### src/include/dual_timer_map.vh
// register offsets, field positions and reset values for the dual timer shift unit
`ifndef DUAL_TIMER_MAP_VH
`define DUAL_TIMER_MAP_VH
`define OFS_PORT_B_OUT 8'h00
`define OFS_PORT_B_DIR 8'h08
`define OFS_T1_CNT_LO 8'h10
`define OFS_T1_CNT_HI 8'h14
`define OFS_T1_LAT_LO 8'h18
`define OFS_T1_LAT_HI 8'h1C
`define OFS_T2_CNT_LO 8'h20
`define OFS_T2_CNT_HI 8'h24
`define OFS_SHIFT 8'h28
`define OFS_AUX_CTRL 8'h2C
`define OFS_IFLAG 8'h34
`define OFS_IENABLE 8'h38
`define BIT_T1_PIN_EN 7
`define BIT_T1_FREE 6
`define BIT_T2_PULSE 5
`define FLD_SR_MODE_HI 4
`define FLD_SR_MODE_LO 2
`define FLAG_T1 6
`define FLAG_T2 5
`define FLAG_SR 2
`define RST_BYTE 8'h00
`define SYNC_DEPTH 3
`endif

### src/design/dual_timer_shift_unit.v
// two down-counting timers and a serial shift register behind an ahb-lite slave
// Function
// - one-shot with pin enabled: timer1 high write drives timer pin low until zero.
// - timer1 high write clears flag, loads low counter from latch, starts counting.
// - one-shot timer1 flags once at zero, keeps counting, no reflag until the next high counter write.
// - one-shot timer1 latch-high write leaves count and pin untouched.
// - free-run: at zero set flag, toggle pin, reload 16 bits, keep counting.
// - timer1 flag clears on high write, low count read, or writing one.
// - writing a timer high counter byte restarts its period; retriggerable.
// - latch-only writes never disturb the running count; they set the next period.
// - timer pin carries timer output only if direction bit 7 and enable both set.
// - one aux control bit selects timer2 interval or pulse counting mode.
// - timer2 has write latch low, read counter low, read/write counter high.
// - timer2 one-shot flags once per high write, keeps counting afterwards.
// - timer2 flag clears on timer2 low count read or high count write.
// - pulse mode: high write arms, count negative pulses, flag once passing zero.
// - shift register moves data on line b2, modulo-8 counter, clocks on line b1.
// - mode 0: register accessible, shifts line b2 on line b1 rising, flag zero.
// - mode 1: shift rate from timer2 low latch, clock driven on line b1.
// - mode 1: any access clears flag and starts shifting at the next divider tick.
// - mode 1: bit 7 first, capture after b1 rising, flag after 8 pulses.
// - mode 2: access starts shifting at half the clock rate, flag and stop after 8.
// - interrupt request low while any enabled flag is set.
//
// Local design decisions: the placing of the registers and register access over AHB-Lite.
`timescale 1ns/100ps
`default_nettype none
`include "dual_timer_map.vh"
module dual_timer_shift_unit (
  input wire core_clk,
  input wire reset,
  input wire hsel,
  input wire [31:0] haddr,
  input wire [1:0] htrans,
  input wire hwrite,
  input wire [2:0] hsize,
  input wire [31:0] hwdata,
  input wire hready,
  output wire [31:0] hrdata,
  output wire hreadyout,
  output wire hresp,
  output reg port_b_bit7_timer_pin,
  output reg port_b_bit7_oe,
  input wire port_b_bit6_count_pin,
  input wire ctrl_line_b1_in,
  output reg ctrl_line_b1_out,
  output reg ctrl_line_b1_oe,
  input wire ctrl_line_b2,
  output wire irq_n
);
  reg [7:0] port_b_output_latch_q;
  reg [7:0] port_b_direction_q;
  reg [7:0] aux_control_reg_q;
  reg [6:0] ienable_q;
  reg [7:0] t1_lat_lo_q;
  reg [7:0] t1_lat_hi_q;
  reg [15:0] t1_cnt_q;
  reg t1_armed_q;
  reg t1_out_q;
  reg t1_flag_q;
  reg [7:0] t2_lat_lo_q;
  reg [15:0] t2_cnt_q;
  reg t2_armed_q;
  reg t2_flag_q;
  reg [7:0] serial_shift_reg_q;
  reg [3:0] sr_cnt_q;
  reg sr_run_q;
  reg sr_flag_q;
  reg sr_clk_q;
  reg [7:0] sr_div_q;
  reg [1:0] sr_cap_q;
  reg [7:0] rdata_q;
  reg [31:0] hrdata_q;
  // address phase capture
  reg wr_pend_q;
  reg [7:0] wr_addr_q;
  wire b1_level;
  wire b1_rise;
  wire pb6_fall;
  wire t1_free = aux_control_reg_q[`BIT_T1_FREE];
  wire t2_pulse = aux_control_reg_q[`BIT_T2_PULSE];
  wire [2:0] sr_mode = aux_control_reg_q[`FLD_SR_MODE_HI:`FLD_SR_MODE_LO];
  wire rd_now = hsel && hready && htrans[1] && !hwrite;
  wire [7:0] rd_addr = haddr[7:0];
  wire [7:0] wd = hwdata[7:0];
  wire wr_t1_hi = wr_pend_q && (wr_addr_q == `OFS_T1_CNT_HI);
  wire wr_t1_lat_hi = wr_pend_q && (wr_addr_q == `OFS_T1_LAT_HI);
  wire wr_t1_lo = wr_pend_q && (wr_addr_q == `OFS_T1_CNT_LO || wr_addr_q == `OFS_T1_LAT_LO);
  wire wr_t2_hi = wr_pend_q && (wr_addr_q == `OFS_T2_CNT_HI);
  wire wr_t2_lo = wr_pend_q && (wr_addr_q == `OFS_T2_CNT_LO);
  wire wr_sr = wr_pend_q && (wr_addr_q == `OFS_SHIFT);
  wire wr_flag = wr_pend_q && (wr_addr_q == `OFS_IFLAG);
  wire rd_t1_lo = rd_now && (rd_addr == `OFS_T1_CNT_LO);
  wire rd_t2_lo = rd_now && (rd_addr == `OFS_T2_CNT_LO);
  wire rd_sr = rd_now && (rd_addr == `OFS_SHIFT);
  wire sr_access = wr_sr || rd_sr;
  wire t1_zero = (t1_cnt_q == 16'h0000);
  wire t2_dec = t2_pulse ? pb6_fall : 1'b1;
  wire t2_zero = (t2_cnt_q == 16'h0000) && t2_dec;
  wire [6:0] flags = {t1_flag_q, t2_flag_q, 2'b00, sr_flag_q, 2'b00};
  wire any_irq = |(flags & ienable_q);

  edge_sync b1_sync (
    .core_clk(core_clk),
    .reset(reset),
    .async_in(ctrl_line_b1_in),
    .level(b1_level),
    .rise(b1_rise),
    .fall()
  );
  edge_sync pb6_sync (
    .core_clk(core_clk),
    .reset(reset),
    .async_in(port_b_bit6_count_pin),
    .level(),
    .rise(),
    .fall(pb6_fall)
  );

  assign hreadyout = 1'b1;
  assign hresp = 1'b0;
  assign hrdata = hrdata_q;
  assign irq_n = !any_irq;

  // bus slave: writes land one cycle after the address phase, reads answer in the data phase
  always @(posedge core_clk) begin
    if (reset) begin
      wr_pend_q <= 1'b0;
      wr_addr_q <= `RST_BYTE;
      hrdata_q <= 32'h00000000;
    end else begin
      wr_pend_q <= hsel && hready && htrans[1] && hwrite;
      wr_addr_q <= haddr[7:0];
      if (rd_now) begin
        hrdata_q <= {24'h000000, rdata_q};
      end
    end
  end

  always @* begin
    case (rd_addr)
      `OFS_PORT_B_OUT: rdata_q = port_b_output_latch_q;
      `OFS_PORT_B_DIR: rdata_q = port_b_direction_q;
      `OFS_T1_CNT_LO: rdata_q = t1_cnt_q[7:0];
      `OFS_T1_CNT_HI: rdata_q = t1_cnt_q[15:8];
      `OFS_T1_LAT_LO: rdata_q = t1_lat_lo_q;
      `OFS_T1_LAT_HI: rdata_q = t1_lat_hi_q;
      `OFS_T2_CNT_LO: rdata_q = t2_cnt_q[7:0];
      `OFS_T2_CNT_HI: rdata_q = t2_cnt_q[15:8];
      `OFS_SHIFT: rdata_q = serial_shift_reg_q;
      `OFS_AUX_CTRL: rdata_q = aux_control_reg_q;
      `OFS_IFLAG: rdata_q = {any_irq, flags};
      `OFS_IENABLE: rdata_q = {1'b1, ienable_q};
      default: rdata_q = 8'h00;
    endcase
  end

  // control registers
  always @(posedge core_clk) begin
    if (reset) begin
      port_b_output_latch_q <= `RST_BYTE;
      port_b_direction_q <= `RST_BYTE;
      aux_control_reg_q <= `RST_BYTE;
      ienable_q <= 7'h00;
      t1_lat_lo_q <= `RST_BYTE;
      t1_lat_hi_q <= `RST_BYTE;
      t2_lat_lo_q <= `RST_BYTE;
    end else if (wr_pend_q) begin
      case (wr_addr_q)
        `OFS_PORT_B_OUT: port_b_output_latch_q <= wd;
        `OFS_PORT_B_DIR: port_b_direction_q <= wd;
        `OFS_AUX_CTRL: aux_control_reg_q <= wd;
        `OFS_IENABLE: ienable_q <= wd[7] ? (ienable_q | wd[6:0]) : (ienable_q & ~wd[6:0]);
        `OFS_T1_CNT_LO: t1_lat_lo_q <= wd;
        `OFS_T1_LAT_LO: t1_lat_lo_q <= wd;
        `OFS_T1_CNT_HI: t1_lat_hi_q <= wd;
        `OFS_T1_LAT_HI: t1_lat_hi_q <= wd;
        `OFS_T2_CNT_LO: t2_lat_lo_q <= wd;
        default: t2_lat_lo_q <= t2_lat_lo_q;
      endcase
    end
  end

  // timer 1
  always @(posedge core_clk) begin
    if (reset) begin
      t1_cnt_q <= 16'hFFFF;
      t1_armed_q <= 1'b0;
      t1_out_q <= 1'b1;
      t1_flag_q <= 1'b0;
    end else begin
      if (wr_t1_hi) begin
        t1_cnt_q <= {wd, t1_lat_lo_q};
        t1_armed_q <= 1'b1;
        t1_out_q <= 1'b0;
      end else if (t1_zero && t1_free) begin
        t1_cnt_q <= {t1_lat_hi_q, t1_lat_lo_q};
      end else begin
        t1_cnt_q <= t1_cnt_q - 16'h0001;
      end
      if (!wr_t1_hi && t1_zero && t1_armed_q) begin
        t1_armed_q <= t1_free;
        t1_out_q <= t1_free ? !t1_out_q : 1'b1;
      end
      // set wins over a read or flag-write clear in the same cycle; a high write clears
      if (!wr_t1_hi && t1_zero && t1_armed_q) begin
        t1_flag_q <= 1'b1;
      end else if (wr_t1_hi || rd_t1_lo || (wr_flag && wd[`FLAG_T1])) begin
        t1_flag_q <= 1'b0;
      end
    end
  end

  // timer 2
  always @(posedge core_clk) begin
    if (reset) begin
      t2_cnt_q <= 16'hFFFF;
      t2_armed_q <= 1'b0;
      t2_flag_q <= 1'b0;
    end else begin
      if (wr_t2_hi) begin
        t2_cnt_q <= {wd, t2_lat_lo_q};
        t2_armed_q <= 1'b1;
      end else if (t2_dec) begin
        t2_cnt_q <= t2_cnt_q - 16'h0001;
      end
      if (!wr_t2_hi && t2_zero && t2_armed_q) begin
        t2_armed_q <= 1'b0;
        t2_flag_q <= 1'b1;
      end else if (wr_t2_hi || rd_t2_lo || (wr_flag && wd[`FLAG_T2])) begin
        t2_flag_q <= 1'b0;
      end
    end
  end

  // shift register; mode 1 runs off its own divider loaded from the timer 2 low latch
  wire sr_tick = (sr_div_q == 8'h00);
  always @(posedge core_clk) begin
    if (reset) begin
      serial_shift_reg_q <= `RST_BYTE;
      sr_cnt_q <= 4'h0;
      sr_run_q <= 1'b0;
      sr_flag_q <= 1'b0;
      sr_clk_q <= 1'b1;
      sr_div_q <= 8'h00;
      sr_cap_q <= 2'b00;
    end else begin
      sr_div_q <= sr_tick ? t2_lat_lo_q : sr_div_q - 8'h01;
      sr_cap_q <= sr_access ? 2'b00 : {sr_cap_q[0], (sr_mode == 3'd1) && sr_run_q && sr_tick && !sr_clk_q};
      if (wr_sr) begin
        serial_shift_reg_q <= wd;
      end
      case (sr_mode)
        3'd0: begin
          sr_flag_q <= 1'b0;
          sr_run_q <= 1'b0;
          sr_clk_q <= 1'b1;
          if (b1_rise && !wr_sr) begin
            serial_shift_reg_q <= {serial_shift_reg_q[6:0], ctrl_line_b2};
          end
        end
        3'd1: begin
          if (sr_access) begin
            sr_flag_q <= 1'b0;
            sr_cnt_q <= 4'h0;
            sr_run_q <= 1'b1;
            sr_clk_q <= 1'b1;
          end else if (sr_run_q && sr_tick) begin
            sr_clk_q <= !sr_clk_q;
            if (!sr_clk_q) begin
              sr_cnt_q <= sr_cnt_q + 4'h1;
              if (sr_cnt_q == 4'h7) begin
                sr_run_q <= 1'b0;
              end
            end
          end
          // capture a cycle after the pin rises, never in the edge that raises it
          if (sr_cap_q[1] && !sr_access) begin
            serial_shift_reg_q <= {serial_shift_reg_q[6:0], ctrl_line_b2};
            if (sr_cnt_q == 4'h8) begin
              sr_flag_q <= 1'b1;
            end
          end
        end
        3'd2: begin
          if (sr_access) begin
            sr_flag_q <= 1'b0;
            sr_cnt_q <= 4'h0;
            sr_run_q <= 1'b1;
            sr_clk_q <= 1'b0;
          end else if (sr_run_q) begin
            sr_clk_q <= !sr_clk_q;
            if (sr_clk_q) begin
              serial_shift_reg_q <= {serial_shift_reg_q[6:0], ctrl_line_b2};
              sr_cnt_q <= sr_cnt_q + 4'h1;
              if (sr_cnt_q == 4'h7) begin
                sr_run_q <= 1'b0;
                sr_flag_q <= 1'b1;
                sr_clk_q <= 1'b1; // line b1 idles high once the burst ends
              end else begin
                sr_clk_q <= 1'b0;
              end
            end
          end
        end
        default: begin
          sr_run_q <= 1'b0;
          sr_clk_q <= 1'b1;
        end
      endcase
      if (wr_flag && wd[`FLAG_SR] && !(sr_run_q && sr_cnt_q == 4'h7) && !(sr_cap_q[1] && sr_cnt_q == 4'h8)) begin
        sr_flag_q <= 1'b0;
      end
    end
  end

  // pin drivers
  always @(posedge core_clk) begin
    if (reset) begin
      port_b_bit7_timer_pin <= 1'b1;
      port_b_bit7_oe <= 1'b0;
      ctrl_line_b1_out <= 1'b1;
      ctrl_line_b1_oe <= 1'b0;
    end else begin
      port_b_bit7_oe <= port_b_direction_q[7];
      if (port_b_direction_q[7] && aux_control_reg_q[`BIT_T1_PIN_EN]) begin
        port_b_bit7_timer_pin <= t1_out_q;
      end else begin
        port_b_bit7_timer_pin <= port_b_output_latch_q[7];
      end
      ctrl_line_b1_oe <= (sr_mode == 3'd1) || (sr_mode == 3'd2);
      ctrl_line_b1_out <= sr_clk_q;
    end
  end
endmodule
`default_nettype wire

### src/design/edge_sync.v
// three-stage synchroniser with agreement-based edge detection
`timescale 1ns/100ps
`default_nettype none
module edge_sync (
  input wire core_clk,
  input wire reset,
  input wire async_in,
  output reg level,
  output wire rise,
  output wire fall
);
  reg s1_q;
  reg s2_q;
  reg s3_q;
  always @(posedge core_clk) begin
    if (reset) begin
      s1_q <= 1'b1;
      s2_q <= 1'b1;
      s3_q <= 1'b1;
      level <= 1'b1;
    end else begin
      s1_q <= async_in;
      s2_q <= s1_q;
      s3_q <= s2_q;
      // change counts only once stages two and three agree
      if (s2_q == s3_q) begin
        level <= s3_q;
      end
    end
  end
  assign rise = (s2_q == s3_q) && s3_q && !level;
  assign fall = (s2_q == s3_q) && !s3_q && level;
endmodule
`default_nettype wire

### config.mk
export PLATFORM = sky130hd
export DESIGN_NAME = dual_timer_shift_unit
export DESIGN_NICKNAME = d
export VERILOG_FILES = /design/src/design/dual_timer_shift_unit.v /design/src/design/edge_sync.v
export VERILOG_INCLUDE_DIRS = /design/src /design/src/include
export SDC_FILE = /design/constraint.sdc
export NUM_CORES = 1
export LEC_CHECK = 0
export ABC_AREA = 0
export CAP_MARGIN = 30
export CORE_AREA = 2 2 122 171
export DETAILED_ROUTE_END_ITERATION = 10
export DIE_AREA = 0 0 124 173
export DONT_BUFFER_PORTS = 1
export GPL_TIMING_DRIVEN = 0
export PLACE_DENSITY = 0.65
export SETUP_SLACK_MARGIN = 0.1
export SKIP_LAST_GASP = 1
export SLEW_MARGIN = 20
export SYNTH_ARGS = -nofsm -noshare
export SYNTH_HDL_FRONTEND = slang
export SYNTH_HIERARCHICAL = 1
export SYNTH_SLANG_ARGS = --single-unit
### constraint.sdc
create_clock -name core_clk -period 2.8 [get_ports core_clk]
set_input_delay 0.28 -clock core_clk [delete_from_list [all_inputs] [get_ports core_clk]]
set_output_delay 0.28 -clock core_clk [all_outputs]
set_load 0.02 [all_outputs]
# Word-level counts from Yosys, hierarchy flattened
# Index checks and enable logic that the tools add are counted.
# word_totals
register_bits	146
inputBits	77
elab_cells	216
# classes
addsub	4
n_eq_ne	34
muxes	56
bitwise_logic	4
n_reduce_logical	82
# ops
op	count
$eq A8 B6 Y1 const B	12
$pmux W8 S12	1
$eq A8 B5 Y1 const B	8
$mux W16	4
$mux W8	7
$logic_and A1 B1 Y1	35
$logic_not A16 Y1	2
$mux W1	32
$sub A16 B1 Y16 const B	2
$logic_not A8 Y1	3
$mux W4	6
$pmux W8 S3	1
$eq A8 B4 Y1 const B	2
$reduce_and A2 Y1	8
$and A7 B7 Y7	2
$logic_not A1 Y1	12
$ne A3 B3 Y1 const B	4
$reduce_bool A2 Y1	5
$reduce_or A2 Y1	5
$pmux W4 S2	1
$sub A8 B1 Y8 const B	1
$mux W7	1
$not A7 Y7	1
$or A7 B7 Y7	1
16 further kinds	24

# Logic depth before layout (Yosys ltp)
# depth
ltp_word	9
mapped_depth	9
depth_no_buf	8

# Cells and area by module
# The synthesis kept the hierarchy.
# by_module_without_submodules
module	instances	cells_per_inst	area_each_um2	seq_area_each_um2
dual_timer_shift_unit	1	890	7508.5	2762.6
edge_sync	2	16	161.4	80.1

# Worst setup path before layout
# OpenSTA, ideal clock, no wires.
# synth_path
path_kind	register to register
startpoint	register sr_div_q[0]
endpoint	register sr_cnt_q[3]
setup_ns	0.122
arrival_time_ns	1.970
slack_ns	0.708
path_stages_with_launch	8
n_path_buf	0
path_cell_list	dfxtp_1 -> inv_1 -> ha_1 -> or3b_2 -> or4_4 -> a21oi_2 -> nor4_1 -> a311o_1
# synth_between
elab_chain_cells	4
# synth_rtl
element	line_no	source
from (decl)	dual_timer_shift_unit.v:70	reg [7:0] sr_div_q;
from (signal assigned)	dual_timer_shift_unit.v:248	sr_div_q <= sr_tick ? t2_lat_lo_q : sr_div_q - 8'h01;
$logic_not A8 Y1	dual_timer_shift_unit.v:237	wire sr_tick = (sr_div_q == 8'h00);
$logic_and A1 B1 Y1	dual_timer_shift_unit.v:268	end else if (sr_run_q && sr_tick) begin
$ne A3 B2 Y1 (no source line)	--	
$reduce_and A5 Y1 (no source line)	--	
to (signal assigned)	dual_timer_shift_unit.v:271	sr_cnt_q <= sr_cnt_q + 4'h1;
to (signal assigned)	dual_timer_shift_unit.v:295	sr_cnt_q <= sr_cnt_q + 4'h1;
to (decl)	dual_timer_shift_unit.v:66	reg [3:0] sr_cnt_q;
# Every way passes these cells.
# A chain may end at the register's enable or synchronous reset.

# Final worst setup path
# layout_path
startpoint	register t2_cnt_q[6]
endpoint	register t2_armed_q
# layout_between
elab_chain_cells	5
# layout_rtl
element	line_no	source
from (decl)	dual_timer_shift_unit.v:62	reg [15:0] t2_cnt_q;
from (signal assigned)	dual_timer_shift_unit.v:222	t2_cnt_q <= {wd, t2_lat_lo_q};
from (signal assigned)	dual_timer_shift_unit.v:225	t2_cnt_q <= t2_cnt_q - 16'h0001;
$logic_not A16 Y1	dual_timer_shift_unit.v:99	wire t2_zero = (t2_cnt_q == 16'h0000) && t2_dec;
$logic_and A1 B1 Y1	dual_timer_shift_unit.v:99	
$logic_and A1 B1 Y1 (2 in series)	dual_timer_shift_unit.v:227	if (!wr_t2_hi && t2_zero && t2_armed_q) begin
$reduce_or A2 Y1 (no source line)	--	
to (signal assigned)	dual_timer_shift_unit.v:218	t2_armed_q <= 1'b0;
to (signal assigned)	dual_timer_shift_unit.v:223	t2_armed_q <= 1'b1;
to (signal assigned)	dual_timer_shift_unit.v:228	t2_armed_q <= 1'b0;
to (decl)	dual_timer_shift_unit.v:63	reg t2_armed_q;
# Every way passes these cells.

==> impl_table.tex <==
\begin{tabular}{lr}
\hline
Metric & Value \\
\hline
\multicolumn{2}{l}{\textbf{Run status}} \\
\quad Run status & finished clean \\
\multicolumn{2}{l}{\textbf{Detailed routing}} \\
\quad Number of nets with antenna violations after detailed routing & 0 \\
\quad DRT Pass-1 Iters & 5 \\
\quad Total routed wirelength & 26000 µm \\
\quad Vias per cell & 5.78 \\
\quad Average wire per cell in the routed design & 20.9 µm \\
\quad DR vias & 7173 \\
\quad Number of design rule violations left after detail routing & 0 \\
\quad Initial DRC Count & 746 \\
\multicolumn{2}{l}{\textbf{Power and ir drop}} \\
\quad Static leakage & 3.38 nW \\
\quad Part of the power in the clock network & 43.9\% \\
\quad Proportion of power drawn by combinational gates & 13.4\% \\
\quad Internal power & 3.75 mW \\
\quad Fraction of power consumed by sequential logic & 42.7\% \\
\quad Net Sw Frac & 27.7\% \\
\quad Pwr dens & 581 mW/mm² \\
\quad NetSw & 1.43 mW \\
\quad Maximum vdd drop & 0.409 mV \\
\multicolumn{2}{l}{\textbf{Placement}} \\
\quad RD Place Congestion & 0.978 \\
\quad Number of cells after detailed placement & 1195 \\
\quad I/O Buffers & 0 \\
\quad Dpl hpwl & 19500 µm \\
\multicolumn{2}{l}{\textbf{Global route}} \\
\quad Global-route usage over all layers & 24.5\% \\
\quad Met1 Usage GRT & 27.4\% \\
\quad Maximum number of pins on one net before global-route repair & 17 \\
\quad First-pass GRT wire length & 39400 µm \\
\quad Number of antenna violations at the first check in global routing & 0 \\
\quad Number of global-route vias before repair & 6806 \\
\quad Met3 global-route usage & 4.78\% \\
\quad Met2 routing resource usage after global routing & 41.6\% \\
\quad Gr ovfl total & 0 \\
\quad Grt peak-use layer & met2 \\
\multicolumn{2}{l}{\textbf{Worst setup path}} \\
\quad Endpoint type of the worst setup path & flip-flop \\
\quad Critical path's largest stage delay & 0.84 ns \\
\quad Crit path buf inv count & 1 \\
\quad Kind of cell with the highest combined delay on the critical path & simple AND/OR/NAND/NOR gates \\
\quad Required time of the worst setup path & 3.08 ns \\
\quad Top fanout value on the critical path & 6 \\
\quad Worst-path cell chain & or4\_1 > or3\_1 > buf\_2 > nor4\_1 > nor2\_1 \\
\quad Crit start category & flip-flop \\
\quad Arrival @ worst endpoint & 2.86 ns \\
\quad Cell at the slowest stage of the critical path & sky130\_fd\_sc\_hd\_\_nor4\_1 \\
\quad Critical setup path kind & reg2reg \\
\multicolumn{2}{l}{\textbf{Floorplanning}} \\
\quad Die X & 124 µm \\
\quad Io pins & 116 \\
\quad Total core area & 0.0198 mm² \\
\quad Die area & 0.0215 mm² \\
\quad Std-Cell Rows & 61 \\
\quad Die Y & 173 µm \\
\quad Starting density of the core & 39.3\% \\
\multicolumn{2}{l}{\textbf{Clock tree}} \\
\quad Quantity of gates resized following cts & 0 \\
\quad Root buffer cell & sky130\_fd\_sc\_hd\_\_clkbuf\_16 \\
\quad Hold-fix buffer count after cts & 12 \\
\quad CTS Sinks & 146 \\
\quad Clock-pin slew reported for the worst setup and hold paths after clock tree synthesis & 0.07 ns \\
\quad Number of buffers created by CTS & 17 \\
\quad CTS tree & done \\
\quad Worst-skew pair later-pin latency & 0.43 ns \\
\quad Number of levels the H-tree was split into & 4 \\
\quad CTS Buffer Depth & 2 \\
\quad Setup repair bufs after CTS & 0 \\
\multicolumn{2}{l}{\textbf{Layout}} \\
\quad Number of nets at the end of the flow & 1063 \\
\quad Sequential standard cell area & 0.00292 mm² \\
\quad Core Util, Final & 44.9\% \\
\quad Diodes inserted & 0 \\
\quad Non-Filler Instances & 1240 \\
\quad Share of cells above drive strength 1 & 10.6\% \\
\quad Syn-to-layout area delta & 14.2\% \\
\quad Fill cell count & 1985 \\
\quad Area used by multi-input combinational logic & 0.00444 mm² \\
\multicolumn{2}{l}{\textbf{Yosys}} \\
\quad Count of mapped cells out of synthesis & 919 \\
\quad Yosys warning total & 6 \\
\quad Synthesized cell area & 0.00781 mm² \\
\quad Average instance area after synthesis & 8.49 µm² \\
\multicolumn{2}{l}{\textbf{Timing}} \\
\quad Slew Limit Headroom & 27.8\% \\
\quad Worst clock skew on the final layout & 0.00924 ns \\
\quad Count of endpoints failing hold in the final timing report & 0 \\
\quad Setup tns final & 0 ns \\
\quad Shortest period the worst path allows & 2.58 ns \\
\quad Max frequency & 388 MHz \\
\quad Count of final setup violators & 0 \\
\quad Setup repair after global routing missed its margin & false \\
\quad Portion of the clock cycle consumed by the worst path in the final layout & 92.1\% \\
\quad Number of max-slew violations in the final report & 0 \\
\quad Worst hold slack & 0.0640 ns \\
\quad Slew @ Worst Pin & 1.08 ns \\
\multicolumn{2}{l}{\textbf{Job}} \\
\quad Number of max-cap violations & 0 \\
\multicolumn{2}{l}{\textbf{Hold path}} \\
\quad Hold Crit Class & in2reg \\
\hline
\end{tabular}
[sequential cells by signal (all words and copies together) (netlist names), 2 cells and up, named ones only]
name	cells
sr_div_q	8
t2_cnt_q	16
wr_addr_q	8
t2_lat_lo_q	8
hrdata	8
port_b_direction_q	8
serial_shift_reg_q	8
t1_lat_lo_q	8
sr_cap_q	2
sr_cnt_q	4
t1_cnt_q	16
port_b_output_latch_q	8
t1_lat_hi_q	8
aux_control_reg_q	8
[final timing paths]
check	start	end	slack, ns	cells past startpoint
worst max register to register	t2_cnt_q[6]	t2_armed_q	0.22	5
worst max-delay path	t2_cnt_q[6]	t2_armed_q	0.22	5
worst min register to register	pb6_sync/s1_q	pb6_sync/s2_q	0.40	1
worst min-delay path	hwdata[5]	t1_cnt_q[13]	0.06	2
[routing by layer]
layer	wire length [µm]	part of all wire (%)
met2	12700	49
met5	0	0
met1	9730	37
met4	1800	6.9
met3	1760	6.8
[power by group through the flow]
stage                     Clock, mW  Combinational [mW]  Sequential [mW]
after global placement            0               0.663             2.25
after detailed placement          0               0.671             2.26
final                          2.27               0.692             2.21
after floorplan                   0               0.505             2.23
after CTS                      2.29               0.688             2.21
after global routing           2.38               0.753             2.22
[metrics by stage]
stage          total power, mW  setup slack, ns  instance area (µm²)
2_1_floorplan             2.74            0.708                 7900
3_3_place_gp              2.92            0.289                 8210
3_5_place_dp              2.93            0.340                 8210
4_1_cts                   5.19            0.321                 8910
5_1_grt                   5.35            0.190                 8920
6_report                  5.18            0.220                 8920
[placed cells by master (no fill, tap or decap), drive strengths merged, types with 14 or more instances in the layout]
master    n
nor2     85
dfxtp   146
nand3    45
mux2     14
nor3     29
o21ai    39
clkbuf   65
conb     26
xnor2    25
a21oi    54
buf      43
mux2i    65
nand2    94
inv      24
[area by class of cell]
type | instances | share of cell area (%)
inverter | 22 | 0.926
clock buffer | 20 | 5.01
clock inverter | 12 | 1.49
buffer | 87 | 5.02
timing repair buffer | 13 | 1.40
tap | 252 | 3.54
multi-input combinational | 688 | 49.8
sequential | 146 | 32.8
(Power assumes the default switching activity.)
